--- config.mk ---
export PLATFORM = sky130hd
export DESIGN_NAME = ptc_timer
export DESIGN_NICKNAME = d
export VERILOG_FILES = /design/src/rtl/ptc_pkg.sv /design/src/rtl/ptc_timer.sv
export SDC_FILE = /design/constraint.sdc
export NUM_CORES = 1
export LEC_CHECK = 0
export BUFFER_PORTS_ARGS = -buffer_cell sky130_fd_sc_hd__buf_2
export CAP_MARGIN = 5
export CORE_MARGIN = 2
export CORE_UTILIZATION = 40
export DETAILED_ROUTE_END_ITERATION = 7
export GPL_ROUTABILITY_DRIVEN = 0
export PLACE_DENSITY_LB_ADDON = 0.1
export SYNTH_ARGS = -nofsm -noshare
export SYNTH_HDL_FRONTEND = slang
export SYNTH_SLANG_ARGS = --single-unit
--- constraint.sdc ---
create_clock -name sys_clk -period 2.4 [get_ports sys_clk]
set_input_delay 0.48 -clock sys_clk [delete_from_list [all_inputs] [get_ports sys_clk]]
set_output_delay 0.48 -clock sys_clk [all_outputs]
set_load 0.02 [all_outputs]
--- src/rtl/ptc_pkg.sv ---
// constants for the periodic timer pin control block
package ptc_pkg;
  localparam int        CNT_W          = 10;
  localparam logic [2:0] ADDR_CTRL2    = 3'h0;
  localparam logic [2:0] ADDR_CNT_LO   = 3'h1;
  localparam logic [2:0] ADDR_CNT_HI   = 3'h2;
  localparam logic [2:0] ADDR_CMPA_LO  = 3'h3;
  localparam logic [2:0] ADDR_CMPA_HI  = 3'h4;
  localparam logic [7:0] CTRL2_RESET   = 8'h00;
  localparam int        BIT_MODE_HI    = 7;
  localparam int        BIT_MODE_LO    = 6;
  localparam int        BIT_PFS_HI     = 5;
  localparam int        BIT_PFS_LO     = 4;
  localparam int        BIT_INIT_LVL   = 3;
  localparam int        BIT_POL_INV    = 2;
  localparam int        BIT_CAP_SRC    = 1;
  localparam int        BIT_CLR_SEL    = 0;
  localparam logic [1:0] MODE_CMP      = 2'h0;
  localparam logic [1:0] MODE_CAP      = 2'h1;
  localparam logic [1:0] MODE_PWM      = 2'h2;
  localparam logic [1:0] MODE_TMR      = 2'h3;
  localparam logic [1:0] PFS_00        = 2'h0;
  localparam logic [1:0] PFS_01        = 2'h1;
  localparam logic [1:0] PFS_10        = 2'h2;
  localparam logic [1:0] PFS_11        = 2'h3;
endpackage : ptc_pkg

--- src/rtl/ptc_timer.sv ---
// periodic timer pin control, counter and compare a registers
`timescale 1ns/1ps
module ptc_timer
  import ptc_pkg::*;
(
  // clock and reset
  input  wire logic                 sys_clk,
  input  wire logic                 rst,
  // register port
  input  wire logic [2:0]           regAddr,
  input  wire logic [7:0]           regWdata,
  input  wire logic                 regWr,
  input  wire logic                 regRd,
  output logic      [7:0]           regRdata,
  // rest of the timer
  input  wire logic                 counterOnControl,
  input  wire logic                 countTick,
  input  wire logic [ptc_pkg::CNT_W-1:0] compareP,
  output logic                      singlePulseStop,
  // pins
  input  wire logic                 captureInputPin,
  input  wire logic                 externalClockPin,
  output logic                      timerOutputPin,
  output logic                      captureEvent,
  // status
  output logic                      matchA,
  output logic                      matchP
);
  import ptc_pkg::*;

  logic [7:0]       ctrl2_q;
  logic [CNT_W-1:0] count_q;
  logic [CNT_W-1:0] cmpA_q;
  logic [7:0]       loBuf_q;
  logic             onPrev_q;
  logic             outLvl_q;
  logic             trigPrev_q;
  logic [1:0]       mode;
  logic [1:0]       pinFunc;
  logic             initLvl;
  logic             onRise;
  logic             onFall;
  logic             atMax;
  logic             clearCnt;
  logic             trig;
  logic             pwmActive;
  logic             rawOut;

  assign mode    = ctrl2_q[BIT_MODE_HI:BIT_MODE_LO];
  assign pinFunc = ctrl2_q[BIT_PFS_HI:BIT_PFS_LO];
  assign initLvl = ctrl2_q[BIT_INIT_LVL];
  assign onRise  = counterOnControl & ~onPrev_q;
  assign onFall  = ~counterOnControl & onPrev_q;
  assign atMax   = (count_q == {CNT_W{1'b1}});
  assign matchA  = countTick & counterOnControl & (count_q == cmpA_q);
  assign matchP  = countTick & counterOnControl & (count_q == compareP);

  // clear source only matters in compare and timer modes
  always_comb begin
    if ((mode == MODE_CMP) || (mode == MODE_TMR)) begin
      if (ctrl2_q[BIT_CLR_SEL])
        clearCnt = matchA;
      else
        clearCnt = (compareP != '0) ? matchP
                 : (countTick & counterOnControl & atMax);
    end else if (mode == MODE_PWM) begin
      clearCnt = (compareP != '0) ? matchP
               : (countTick & counterOnControl & atMax);
    end else begin
      clearCnt = countTick & counterOnControl & atMax;
    end
  end

  always_ff @(posedge sys_clk or posedge rst) begin
    if (rst) onPrev_q <= 1'b0;
    else     onPrev_q <= counterOnControl;
  end

  // counter: zero on control rise, hold when off
  always_ff @(posedge sys_clk or posedge rst) begin
    if (rst) begin
      count_q <= '0;
    end else if (onRise) begin
      count_q <= '0;
    end else if (counterOnControl && countTick) begin
      if (clearCnt) count_q <= '0;
      else          count_q <= count_q + 1'b1;
    end
  end

  // single pulse ends on match a
  assign singlePulseStop = (mode == MODE_PWM) && (pinFunc == PFS_11)
                           && matchA;

  // compare mode and single pulse output level
  always_ff @(posedge sys_clk or posedge rst) begin
    if (rst) begin
      outLvl_q <= 1'b0;
    end else if (onRise) begin
      outLvl_q <= initLvl;
    end else if (mode == MODE_CMP && matchA) begin
      unique case (pinFunc)
        PFS_00: outLvl_q <= outLvl_q;
        PFS_01: outLvl_q <= 1'b0;
        PFS_10: outLvl_q <= 1'b1;
        PFS_11: outLvl_q <= ~outLvl_q;
      endcase
    end else if (mode == MODE_PWM && pinFunc == PFS_11
                 && (matchA || onFall)) begin
      outLvl_q <= ~initLvl;
    end
  end

  // duty beyond period gives full duty
  assign pwmActive = (count_q < cmpA_q);

  always_comb begin
    unique case (pinFunc)
      PFS_00: rawOut = ~initLvl;
      PFS_01: rawOut = initLvl;
      PFS_10: rawOut = pwmActive ? initLvl : ~initLvl;
      PFS_11: rawOut = outLvl_q;
    endcase
    if (mode == MODE_CMP) rawOut = outLvl_q;
  end

  // output pin undefined in timer mode, held low there and in capture mode
  always_ff @(posedge sys_clk or posedge rst) begin
    if (rst)
      timerOutputPin <= 1'b0;
    else if (mode == MODE_TMR || mode == MODE_CAP)
      timerOutputPin <= 1'b0;
    else
      timerOutputPin <= rawOut ^ ctrl2_q[BIT_POL_INV];
  end

  // capture trigger source and edge
  assign trig = ctrl2_q[BIT_CAP_SRC] ? externalClockPin
                                     : captureInputPin;
  always_ff @(posedge sys_clk or posedge rst) begin
    if (rst) trigPrev_q <= 1'b0;
    else     trigPrev_q <= trig;
  end

  always_comb begin
    unique case (pinFunc)
      PFS_00: captureEvent = trig & ~trigPrev_q;
      PFS_01: captureEvent = ~trig & trigPrev_q;
      PFS_10: captureEvent = trig ^ trigPrev_q;
      PFS_11: captureEvent = 1'b0;
    endcase
    if (mode != MODE_CAP) captureEvent = 1'b0;
  end

  // registers; low byte shares one buffer for writes and reads
  always_ff @(posedge sys_clk or posedge rst) begin
    if (rst) begin
      ctrl2_q <= CTRL2_RESET;
      cmpA_q  <= '0;
      loBuf_q <= 8'h00;
    end else if (regWr) begin
      unique case (regAddr)
        ADDR_CTRL2:   ctrl2_q <= regWdata;
        ADDR_CMPA_LO: loBuf_q <= regWdata;
        ADDR_CMPA_HI: cmpA_q  <= {regWdata[1:0], loBuf_q};
        default:      ;
      endcase
    end else if (regRd) begin
      unique case (regAddr)
        ADDR_CNT_HI:  loBuf_q <= count_q[7:0];
        ADDR_CMPA_HI: loBuf_q <= cmpA_q[7:0];
        default:      ;
      endcase
    end
  end

  always_ff @(posedge sys_clk or posedge rst) begin
    if (rst) begin
      regRdata <= 8'h00;
    end else if (regRd) begin
      unique case (regAddr)
        ADDR_CTRL2:   regRdata <= ctrl2_q;
        ADDR_CNT_LO:  regRdata <= loBuf_q;
        ADDR_CNT_HI:  regRdata <= {6'h00, count_q[9:8]};
        ADDR_CMPA_LO: regRdata <= loBuf_q;
        ADDR_CMPA_HI: regRdata <= {6'h00, cmpA_q[9:8]};
        default:      regRdata <= 8'h00;
      endcase
    end else begin
      regRdata <= 8'h00;
    end
  end

  // counter behaviour
  a_count_restart: assert property (
    @(posedge sys_clk) disable iff (rst)
    onRise |=> count_q == '0)
    else $error("counter not zeroed on control rise");

  a_count_hold: assert property (
    @(posedge sys_clk) disable iff (rst)
    !counterOnControl && !$rose(counterOnControl) |=> $stable(count_q))
    else $error("counter moved while off");

  a_count_step: assert property (
    @(posedge sys_clk) disable iff (rst)
    counterOnControl && countTick && !onRise && !clearCnt
    |=> count_q == $past(count_q) + 10'h001)
    else $error("counter did not advance on tick");

  a_count_clear: assert property (
    @(posedge sys_clk) disable iff (rst)
    !onRise && clearCnt && counterOnControl && countTick |=> count_q == '0)
    else $error("counter not cleared");

  a_clear_on_a: assert property (
    @(posedge sys_clk) disable iff (rst)
    !onRise && mode == MODE_CMP && ctrl2_q[BIT_CLR_SEL] && matchA
    |=> count_q == '0)
    else $error("match a did not clear counter");

  a_clear_on_p: assert property (
    @(posedge sys_clk) disable iff (rst)
    (mode == MODE_CMP || mode == MODE_TMR) && !ctrl2_q[BIT_CLR_SEL]
    && matchP |-> clearCnt)
    else $error("match p did not clear counter");

  // in compare mode with clear on p, overflow may only clear when compare p is zero
  a_ovf_guard: assert property (
    @(posedge sys_clk) disable iff (rst)
    mode == MODE_CMP && !ctrl2_q[BIT_CLR_SEL] && compareP != '0
    && compareP != count_q && atMax |-> !clearCnt)
    else $error("overflow cleared with compare p set");

  a_pwm_noclr: assert property (
    @(posedge sys_clk) disable iff (rst)
    mode == MODE_PWM && !matchP && !atMax |-> !clearCnt)
    else $error("clear select used in pwm mode");

  a_cap_noclr: assert property (
    @(posedge sys_clk) disable iff (rst)
    mode == MODE_CAP && !atMax |-> !clearCnt)
    else $error("clear select used in capture mode");

  // output level
  a_init_level: assert property (
    @(posedge sys_clk) disable iff (rst)
    onRise |=> outLvl_q == $past(initLvl))
    else $error("output not reset to initial level");

  a_match_low: assert property (
    @(posedge sys_clk) disable iff (rst)
    !onRise && mode == MODE_CMP && matchA && pinFunc == PFS_01
    |=> !outLvl_q)
    else $error("match did not drive low");

  a_match_high: assert property (
    @(posedge sys_clk) disable iff (rst)
    !onRise && mode == MODE_CMP && matchA && pinFunc == PFS_10
    |=> outLvl_q)
    else $error("match did not drive high");

  a_match_hold: assert property (
    @(posedge sys_clk) disable iff (rst)
    !onRise && mode == MODE_CMP && matchA && pinFunc == PFS_00
    |=> $stable(outLvl_q))
    else $error("match changed output in hold code");

  a_match_toggle: assert property (
    @(posedge sys_clk) disable iff (rst)
    !onRise && mode == MODE_CMP && matchA && pinFunc == PFS_11
    |=> outLvl_q != $past(outLvl_q))
    else $error("match did not toggle");

  a_sp_end: assert property (
    @(posedge sys_clk) disable iff (rst)
    !onRise && mode == MODE_PWM && pinFunc == PFS_11 && matchA
    |=> outLvl_q == !$past(initLvl))
    else $error("single pulse did not end on match");

  a_sp_stop: assert property (
    @(posedge sys_clk) disable iff (rst)
    singlePulseStop |-> matchA && mode == MODE_PWM && pinFunc == PFS_11)
    else $error("single pulse stop outside its mode");

  // pin level, one cycle behind the level it shows
  a_pin_polarity: assert property (
    @(posedge sys_clk) disable iff (rst)
    mode == MODE_CMP |=> timerOutputPin ==
      ($past(outLvl_q) ^ $past(ctrl2_q[BIT_POL_INV])))
    else $error("output polarity wrong");

  a_pwm_active: assert property (
    @(posedge sys_clk) disable iff (rst)
    mode == MODE_PWM && pinFunc == PFS_01 |=> timerOutputPin ==
      ($past(initLvl) ^ $past(ctrl2_q[BIT_POL_INV])))
    else $error("forced active level wrong");

  a_pwm_idle: assert property (
    @(posedge sys_clk) disable iff (rst)
    mode == MODE_PWM && pinFunc == PFS_00 |=> timerOutputPin ==
      (!$past(initLvl) ^ $past(ctrl2_q[BIT_POL_INV])))
    else $error("forced inactive level wrong");

  a_pwm_wave: assert property (
    @(posedge sys_clk) disable iff (rst)
    mode == MODE_PWM && pinFunc == PFS_10 |=> timerOutputPin ==
      (($past(count_q < cmpA_q) ? $past(initLvl) : !$past(initLvl))
       ^ $past(ctrl2_q[BIT_POL_INV])))
    else $error("pwm waveform level wrong");

  a_tmr_pin: assert property (
    @(posedge sys_clk) disable iff (rst)
    mode == MODE_TMR |=> !timerOutputPin)
    else $error("output pin driven in timer mode");

  // capture edges
  a_cap_off: assert property (
    @(posedge sys_clk) disable iff (rst)
    pinFunc == PFS_11 |-> !captureEvent)
    else $error("capture fired while disabled");

  a_cap_rise: assert property (
    @(posedge sys_clk) disable iff (rst)
    mode == MODE_CAP && pinFunc == PFS_00 && $rose(trig) |-> captureEvent)
    else $error("rising capture missed");

  a_cap_fall: assert property (
    @(posedge sys_clk) disable iff (rst)
    !$past(rst) && mode == MODE_CAP && pinFunc == PFS_01 && $fell(trig)
    |-> captureEvent)
    else $error("falling capture missed");

  a_cap_both: assert property (
    @(posedge sys_clk) disable iff (rst)
    !$past(rst) && mode == MODE_CAP && pinFunc == PFS_10 && $changed(trig)
    |-> captureEvent)
    else $error("double edge capture missed");

  a_cap_mode: assert property (
    @(posedge sys_clk) disable iff (rst)
    mode != MODE_CAP |-> !captureEvent)
    else $error("capture fired outside capture mode");

  a_cap_source: assert property (
    @(posedge sys_clk) disable iff (rst)
    !$past(rst) && captureEvent |-> (ctrl2_q[BIT_CAP_SRC]
      ? externalClockPin != $past(externalClockPin)
      : captureInputPin != $past(captureInputPin)))
    else $error("capture taken from wrong pin");

  // register port
  a_rd_idle: assert property (
    @(posedge sys_clk) disable iff (rst)
    !$past(regRd) |-> regRdata == 8'h00)
    else $error("read data shown without read");

  a_high_zero: assert property (
    @(posedge sys_clk) disable iff (rst)
    $past(regRd) && ($past(regAddr) == ADDR_CNT_HI ||
      $past(regAddr) == ADDR_CMPA_HI) |-> regRdata[7:2] == 6'h00)
    else $error("unused high bits not zero");

  a_cnt_hi_read: assert property (
    @(posedge sys_clk) disable iff (rst)
    $past(regRd) && $past(regAddr) == ADDR_CNT_HI
    |-> regRdata[1:0] == $past(count_q[9:8]))
    else $error("counter high byte wrong");

  a_cnt_lo_read: assert property (
    @(posedge sys_clk) disable iff (rst)
    $past(regRd) && $past(regAddr) == ADDR_CNT_LO
    |-> regRdata == $past(loBuf_q))
    else $error("counter low byte not from buffer");

  a_buf_latch: assert property (
    @(posedge sys_clk) disable iff (rst)
    regRd && regAddr == ADDR_CNT_HI |=> loBuf_q == $past(count_q[7:0]))
    else $error("high read did not latch low byte");

  a_lo_write: assert property (
    @(posedge sys_clk) disable iff (rst)
    regWr && regAddr == ADDR_CMPA_LO
    |=> loBuf_q == $past(regWdata) && $stable(cmpA_q))
    else $error("low byte write not buffered");

  a_cmpa_commit: assert property (
    @(posedge sys_clk) disable iff (rst)
    regWr && regAddr == ADDR_CMPA_HI
    |=> cmpA_q == {$past(regWdata[1:0]), $past(loBuf_q)})
    else $error("compare a commit wrong");

  a_ctrl_write: assert property (
    @(posedge sys_clk) disable iff (rst)
    regWr && regAddr == ADDR_CTRL2 |=> ctrl2_q == $past(regWdata))
    else $error("control write lost");
endmodule : ptc_timer

==> results.toml, run 1 <==
[outcome]
status = "complete, no violations"

[synthesis]
synth-edff-count = 0
synth_common_cells = "dfrtp_1, nand2_1, nor2_1"
yosysSeqAreaShare_pct = 39.4
synth.area.top_cells = "dfrtp_1, ha_1, nand2_1"
synthMostInstantiatedCell = "dfrtp_1"
ys_warn_count = 0
synthesis.area_mm2 = 0.00305
syn_nets = 382
avgSynthCellArea_um2 = 9.07
synthFlopType = "dfrtp_1"
synth_cell_types = 46
syn_inst = 336
synth_seq_cells = 48
yosysTopAreaCellShare_pct = 39.4
synth_top_area_cell = "dfrtp_1"
ys_async_sr_fraction_pct = 100

[sta]
clock_skew_ns = 0.00639
fin_ws_ns = 0.120
holdWs_ns = 0.108
max_slew.worst_pin.slew_ns = 0.726
slew_viol_final = 0
relSlewSlack_pct = 51.5
period_needed_ns = 2.28
hold_violations = 0
setup_tns_ns = 0
setup_violations = 0
timing.fmax_mhz = 439
min_period_over_period_pct = 95.0

[clock_network]
cts.htree.levels = 2
cts_tree = "built"
cts-root-buf = "clkbuf_8"
clock-sinks = 48
clockBufferDepth = 2
ctsHoldBuffers = 0
numCtsBuffers = 5
clock_latency_ns = 0.30
path_clk_slew_ns = 0.09

[worst_setup_path]
arrival_ns = 1.80
cp-start-kind = "flop"
cp_slowest_cell = "dfrtp_1"
slowest_delay_ns = 0.36
critPathKind = "flop to primary output"
critPathCaptureType = "primary output"
cp_cell_sequence = "inv_1, ha_1, nand4_1, nor3_4, and4_1, buf_4"
crit_buf_inv = 2
crit_required_ns = 1.92
cp_top_family = "simple AND/OR/NAND/NOR gates"
path_max_fanout = 2

[floorplan]
ios = 42
dieArea_mm2 = 0.00834
start_util_pct = 41.6
core-area_mm2 = 0.00733
die_w_um = 91.3
num_rows = 31
die_h_um = 91.3

[power_and_ir_drop]
p_per_area_mw_per_mm2 = 645
total_power_mw = 2.33
peakVddDrop_uv = 242
power.leakage_nw = 1.68

[global_route]
antenna_found_initial = 0
overflow = 0
track_usage_pct = 19.3
grt_pass1_wl_um = 12700
grt_max_degree = 21
grt_pass1_vias = 2485

[layout]
nets = 437
insertedDiodeCount = 0
drive_gt1_share_pct = 24.7
fin_cells = 491
areaGrowthSynthToFinish_pct = 18.4
final_cell_area_mm2 = 0.00361
fin_util_pct = 49.2

[placed_design]
dp_slack_ns = 0.0605
dpl.cell_count = 477
dp_hpwl_um = 6080
portBuffers = 41
post_dp_cell_area_mm2 = 0.00343

[route]
initialDrtViolationCount = 135
drtAntennaViolNets = 0
viasPerCell = 5.24
vias = 2571
drt_wl_total_um = 7840
first_pass_iters = 4
wire_per_inst_um = 16.0
drc = 0

[run]
cap_violations = 0

[hold_path]
min_path_type = "input port to asynchronous set/reset pin"
layout by cell type, fill, tap and decap left out, types with 5 or more instances in the layout:
master	synthesis	final
a21oi_1	19	19
a31oi_1	13	13
and2_1	6	6
and3_1	5	5
buf_2	9	39
buf_4	0	27
clkbuf_8	0	5
dfrtp_1	48	46
ha_1	17	17
inv_1	22	21
mux2_2	9	9
mux2i_1	11	11
nand2_1	35	35
nand2b_1	5	5
nand3_1	8	8
nand4_1	10	10
nor2_1	27	27
nor3_1	7	7
o21ai_0	24	24
xnor2_1	11	11
layout make-up:
type | count | area [um2]
clock inverter | 3 | 47.5
timing repair buffer | 66 | 398
clock buffer | 5 | 68.8
fill | 715 | 3720
multi-input combinational | 248 | 1690
inverter | 22 | 82.6
sequential | 48 | 1200
tap | 99 | 124
logic make-up (layout without fill, tap and decap cells):
family	after synthesis	after routing	share of synthesized area, %
adders and majority gates	17	17	6.98
DFF	48	48	39.4
muxes	20	20	6.93
AOI/OAI and AO/OA	77	77	16.3
xor gates and xnor gates	11	11	3.16
buffers and inverters	40	96	5.54
and+or+nand+nor	123	123	21.7
registers in the layout (all words and copies together) (netlist names):
name            flops
cmpA_q             10
count_q            10
ctrl2_q             8
loBuf_q             8
onPrev_q            1
outLvl_q            1
regRdata            8
timerOutputPin      1
trigPrev_q          1
worst paths after layout:
kind                             startpoint              end  slack, ns  cells past startpoint
hold / removal                          rst      regRdata[3]       0.11                      2
setup reg to reg                  cmpA_q[3]       count_q[1]       0.22                      8
max in group asynchronous               rst       count_q[0]       1.69                      3
min in group sys_clk       counterOnControl         onPrev_q       0.37                      1
setup / recovery                  cmpA_q[3]  singlePulseStop       0.12                      6
hold reg to reg                  loBuf_q[7]       loBuf_q[7]       0.53                      2
per-layer routing:
layer  global-route usage [%]  part of all wire, %  vias up
met3                     3.49                  3.7        6
met5                        0                    0        -
met2                     30.4                   48       52
li1                         -                    -     1300
met1                     27.4                   48     1213
met4                     5.05                 0.97        0
worst reg2reg max path, cell delays in order (launching register included):
cell and delay, ns:
dfrtp_1 0.36, inv_1 0.06, ha_1 0.29, nand4_1 0.21, nor3_4 0.25, buf_4 0.16
nand2b_1 0.15, o311ai_4 0.25, a32o_1 0.34
where the power goes:
part	internal [mW]	total (mW)	leakage [nW]	switching, mW
Clock	0.314	0.601	0.0583	0.287
Sequential	0.935	1.06	0.621	0.123
Combinational	0.293	0.670	1.00	0.378
timing repair:
item / in CTS / in global routing
setup endpoints to repair: 1 / 4
buffers inserted: 1 / 5
pin swaps: 1 / 4
gates resized for setup: 1 / 4
Note: power is estimated with default switching activity, not from simulation.
==> inputs of run 2 (changes only) <==
--- a/config.mk
+++ b/config.mk
@@ -5,6 +5,7 @@
 export SDC_FILE = /design/constraint.sdc
 export NUM_CORES = 1
 export LEC_CHECK = 0
+export ABC_AREA = 1
 export BUFFER_PORTS_ARGS = -buffer_cell sky130_fd_sc_hd__buf_2
 export CAP_MARGIN = 5
 export CORE_MARGIN = 2
==> results.toml, run 2 <==
[route]
drtAntennaViolNets = 0
viasPerCell = 4.85
initialDrtViolationCount = 154
first_pass_iters = 5
drc = 0
vias = 2768
wire_per_inst_um = 13.4
drt_wl_total_um = 7630

[clock_network]
numCtsBuffers = 5
clock-sinks = 48
clock_latency_ns = 0.30
ctsHoldBuffers = 0
cts-root-buf = "clkbuf_8"
clockBufferDepth = 2
cts_tree = "built"
cts.htree.levels = 2
path_clk_slew_ns = 0.10

[worst_setup_path]
crit_required_ns = 1.92
rrSetupSlack_ns = 0.49
critPathKind = "flop to primary output"
r2r_start = "count_q[9]"
r2r-end = "outLvl_q"
worst-r2r-cell-count = 11
startpoint = "count_q[8]"
path_max_fanout = 6
critPathCaptureType = "primary output"
cp-start-kind = "flop"
arrival_ns = 1.87

[floorplan]
num_rows = 31
die_h_um = 91.7
ios = 42
start_util_pct = 41.8
dieArea_mm2 = 0.00842
die_w_um = 91.7
core-area_mm2 = 0.00737

[synthesis]
synthFlopType = "dfrtp_1"
synth_top_area_cell = "dfrtp_1"
ys_async_sr_fraction_pct = 100
synthMostInstantiatedCell = "nand2_1"
syn_inst = 420
synth.area.top_cells = "dfrtp_1, nand2_1, inv_1"
synth_common_cells = "nand2_1, inv_1, dfrtp_1"
ys_warn_count = 0
synthesis.area_mm2 = 0.00308
yosysTopAreaCellShare_pct = 39.0
yosysSeqAreaShare_pct = 39.0
synth_seq_cells = 48
syn_nets = 466
synth_cell_types = 37
synth-edff-count = 0
avgSynthCellArea_um2 = 7.33

[power_and_ir_drop]
p_per_area_mw_per_mm2 = 636
p_sw_share_pct = 36.9
p_clk_share_pct = 22.7
combinationalPowerShare_pct = 31.2
power.leakage_nw = 1.85
p_int_mw = 1.45
peakVddDrop_uv = 302
p_seq_share_pct = 46.0
power_switching_mw = 0.848
total_power_mw = 2.30

[sta]
hold_violations = 0
clock_skew_ns = 0.00860
setup_tns_ns = 0
slew_viol_final = 0
timing.fmax_mhz = 425
relSlewSlack_pct = 53.5
period_needed_ns = 2.35
setup_violations = 0
min_period_over_period_pct = 97.9
max_slew.worst_pin.slew_ns = 0.695
holdWs_ns = 0.212
fin_ws_ns = 0.0496

[layout]
mostFrequentLayoutCell = "nand2_1"
reg.largest.list = "cmpA_q x10, count_q x10"
areaGrowthSynthToFinish_pct = 17.5
fin_util_pct = 49.1
final_cell_area_mm2 = 0.00362
final_cell_mix = "nand2_1, inv_1, dfrtp_1, buf_2, o21ai_0"
nets = 517
insertedDiodeCount = 0
drive_gt1_share_pct = 20.8
fin_cells = 571

[global_route]
grt_max_degree = 49
grt_pass1_wl_um = 12700
antenna_found_initial = 0
track_usage_pct = 19.0
grt_pass1_vias = 2607
overflow = 0

[placed_design]
post_dp_cell_area_mm2 = 0.00342
dpl.cell_count = 556
portBuffers = 41
dp_slack_ns = 0.129
dp_hpwl_um = 5890

[outcome]
status = "complete, no violations"

[hold_path]
min_path_type = "input port to asynchronous set/reset pin"

[run]
cap_violations = 0
-- run 2: what timing repair did --
item | CTS | global route
gates resized for setup | 6 | 13
setup endpoints to repair | 3 | 4
setup buffers | 0 | 7
pin swaps | 0 | 1
-- run 2: cell type report --
| type | count | area (um2) |
|---|---|---|
| multi-input cells | 290 | 1600 |
| inverters | 72 | 270 |
| clock buffers | 6 | 82.6 |
| repair buffers | 54 | 320 |
| well taps | 99 | 124 |
| flip-flops and latches | 48 | 1210 |
| clock inverters | 2 | 15.0 |
| fillers | 770 | 3750 |
-- run 2: how the worst max path moves through the flow --
stage	to	slack, ns	cells past startpoint
after floorplan	matchP	0.26	5
after global placement	captureEvent	0.19	8
after detailed placement	captureEvent	0.13	8
after CTS	matchP	0.006	7
after global routing	matchP	-0.01	7
final	matchP	0.05	7
-- run 2: critical path, cell delays in order (launching register included) --
cell and delay (ns):
dfrtp_2 0.47, inv_2 0.08, nand2_2 0.05, nand2_2 0.06, nand3_1 0.06, or4_4 0.51, nor3_2 0.17, buf_4 0.16
-- run 2: kinds of logic after synthesis --
family / synth area share (%)
AO/OA/AOI/OAI: 15.0
XOR/XNOR: 1.99
adder cells (fa/ha/maj): 6.91
buffers and inverters: 10.1
flip-flops: 39.0
multiplexers: 0.366
AND/OR/NAND/NOR: 26.7
-- run 2: power groups by stage --
stage | clock, mW | combinational [mW] | sequential (mW)
floorplan | 0 | 0.481 | 1.06
global placement | 0 | 0.667 | 1.08
detailed placement | 0 | 0.677 | 1.08
CTS | 0.544 | 0.686 | 1.06
global route | 0.574 | 0.830 | 1.08
finish | 0.523 | 0.719 | 1.06
-- run 2: layer usage --
layer	wire [um]	track usage [%]	up-vias
met1	3750	27.1	1283
met2	3570	30.0	43
met4	76	4.73	0
met5	0	0	-
met3	235	3.20	5
li1	-	-	1437
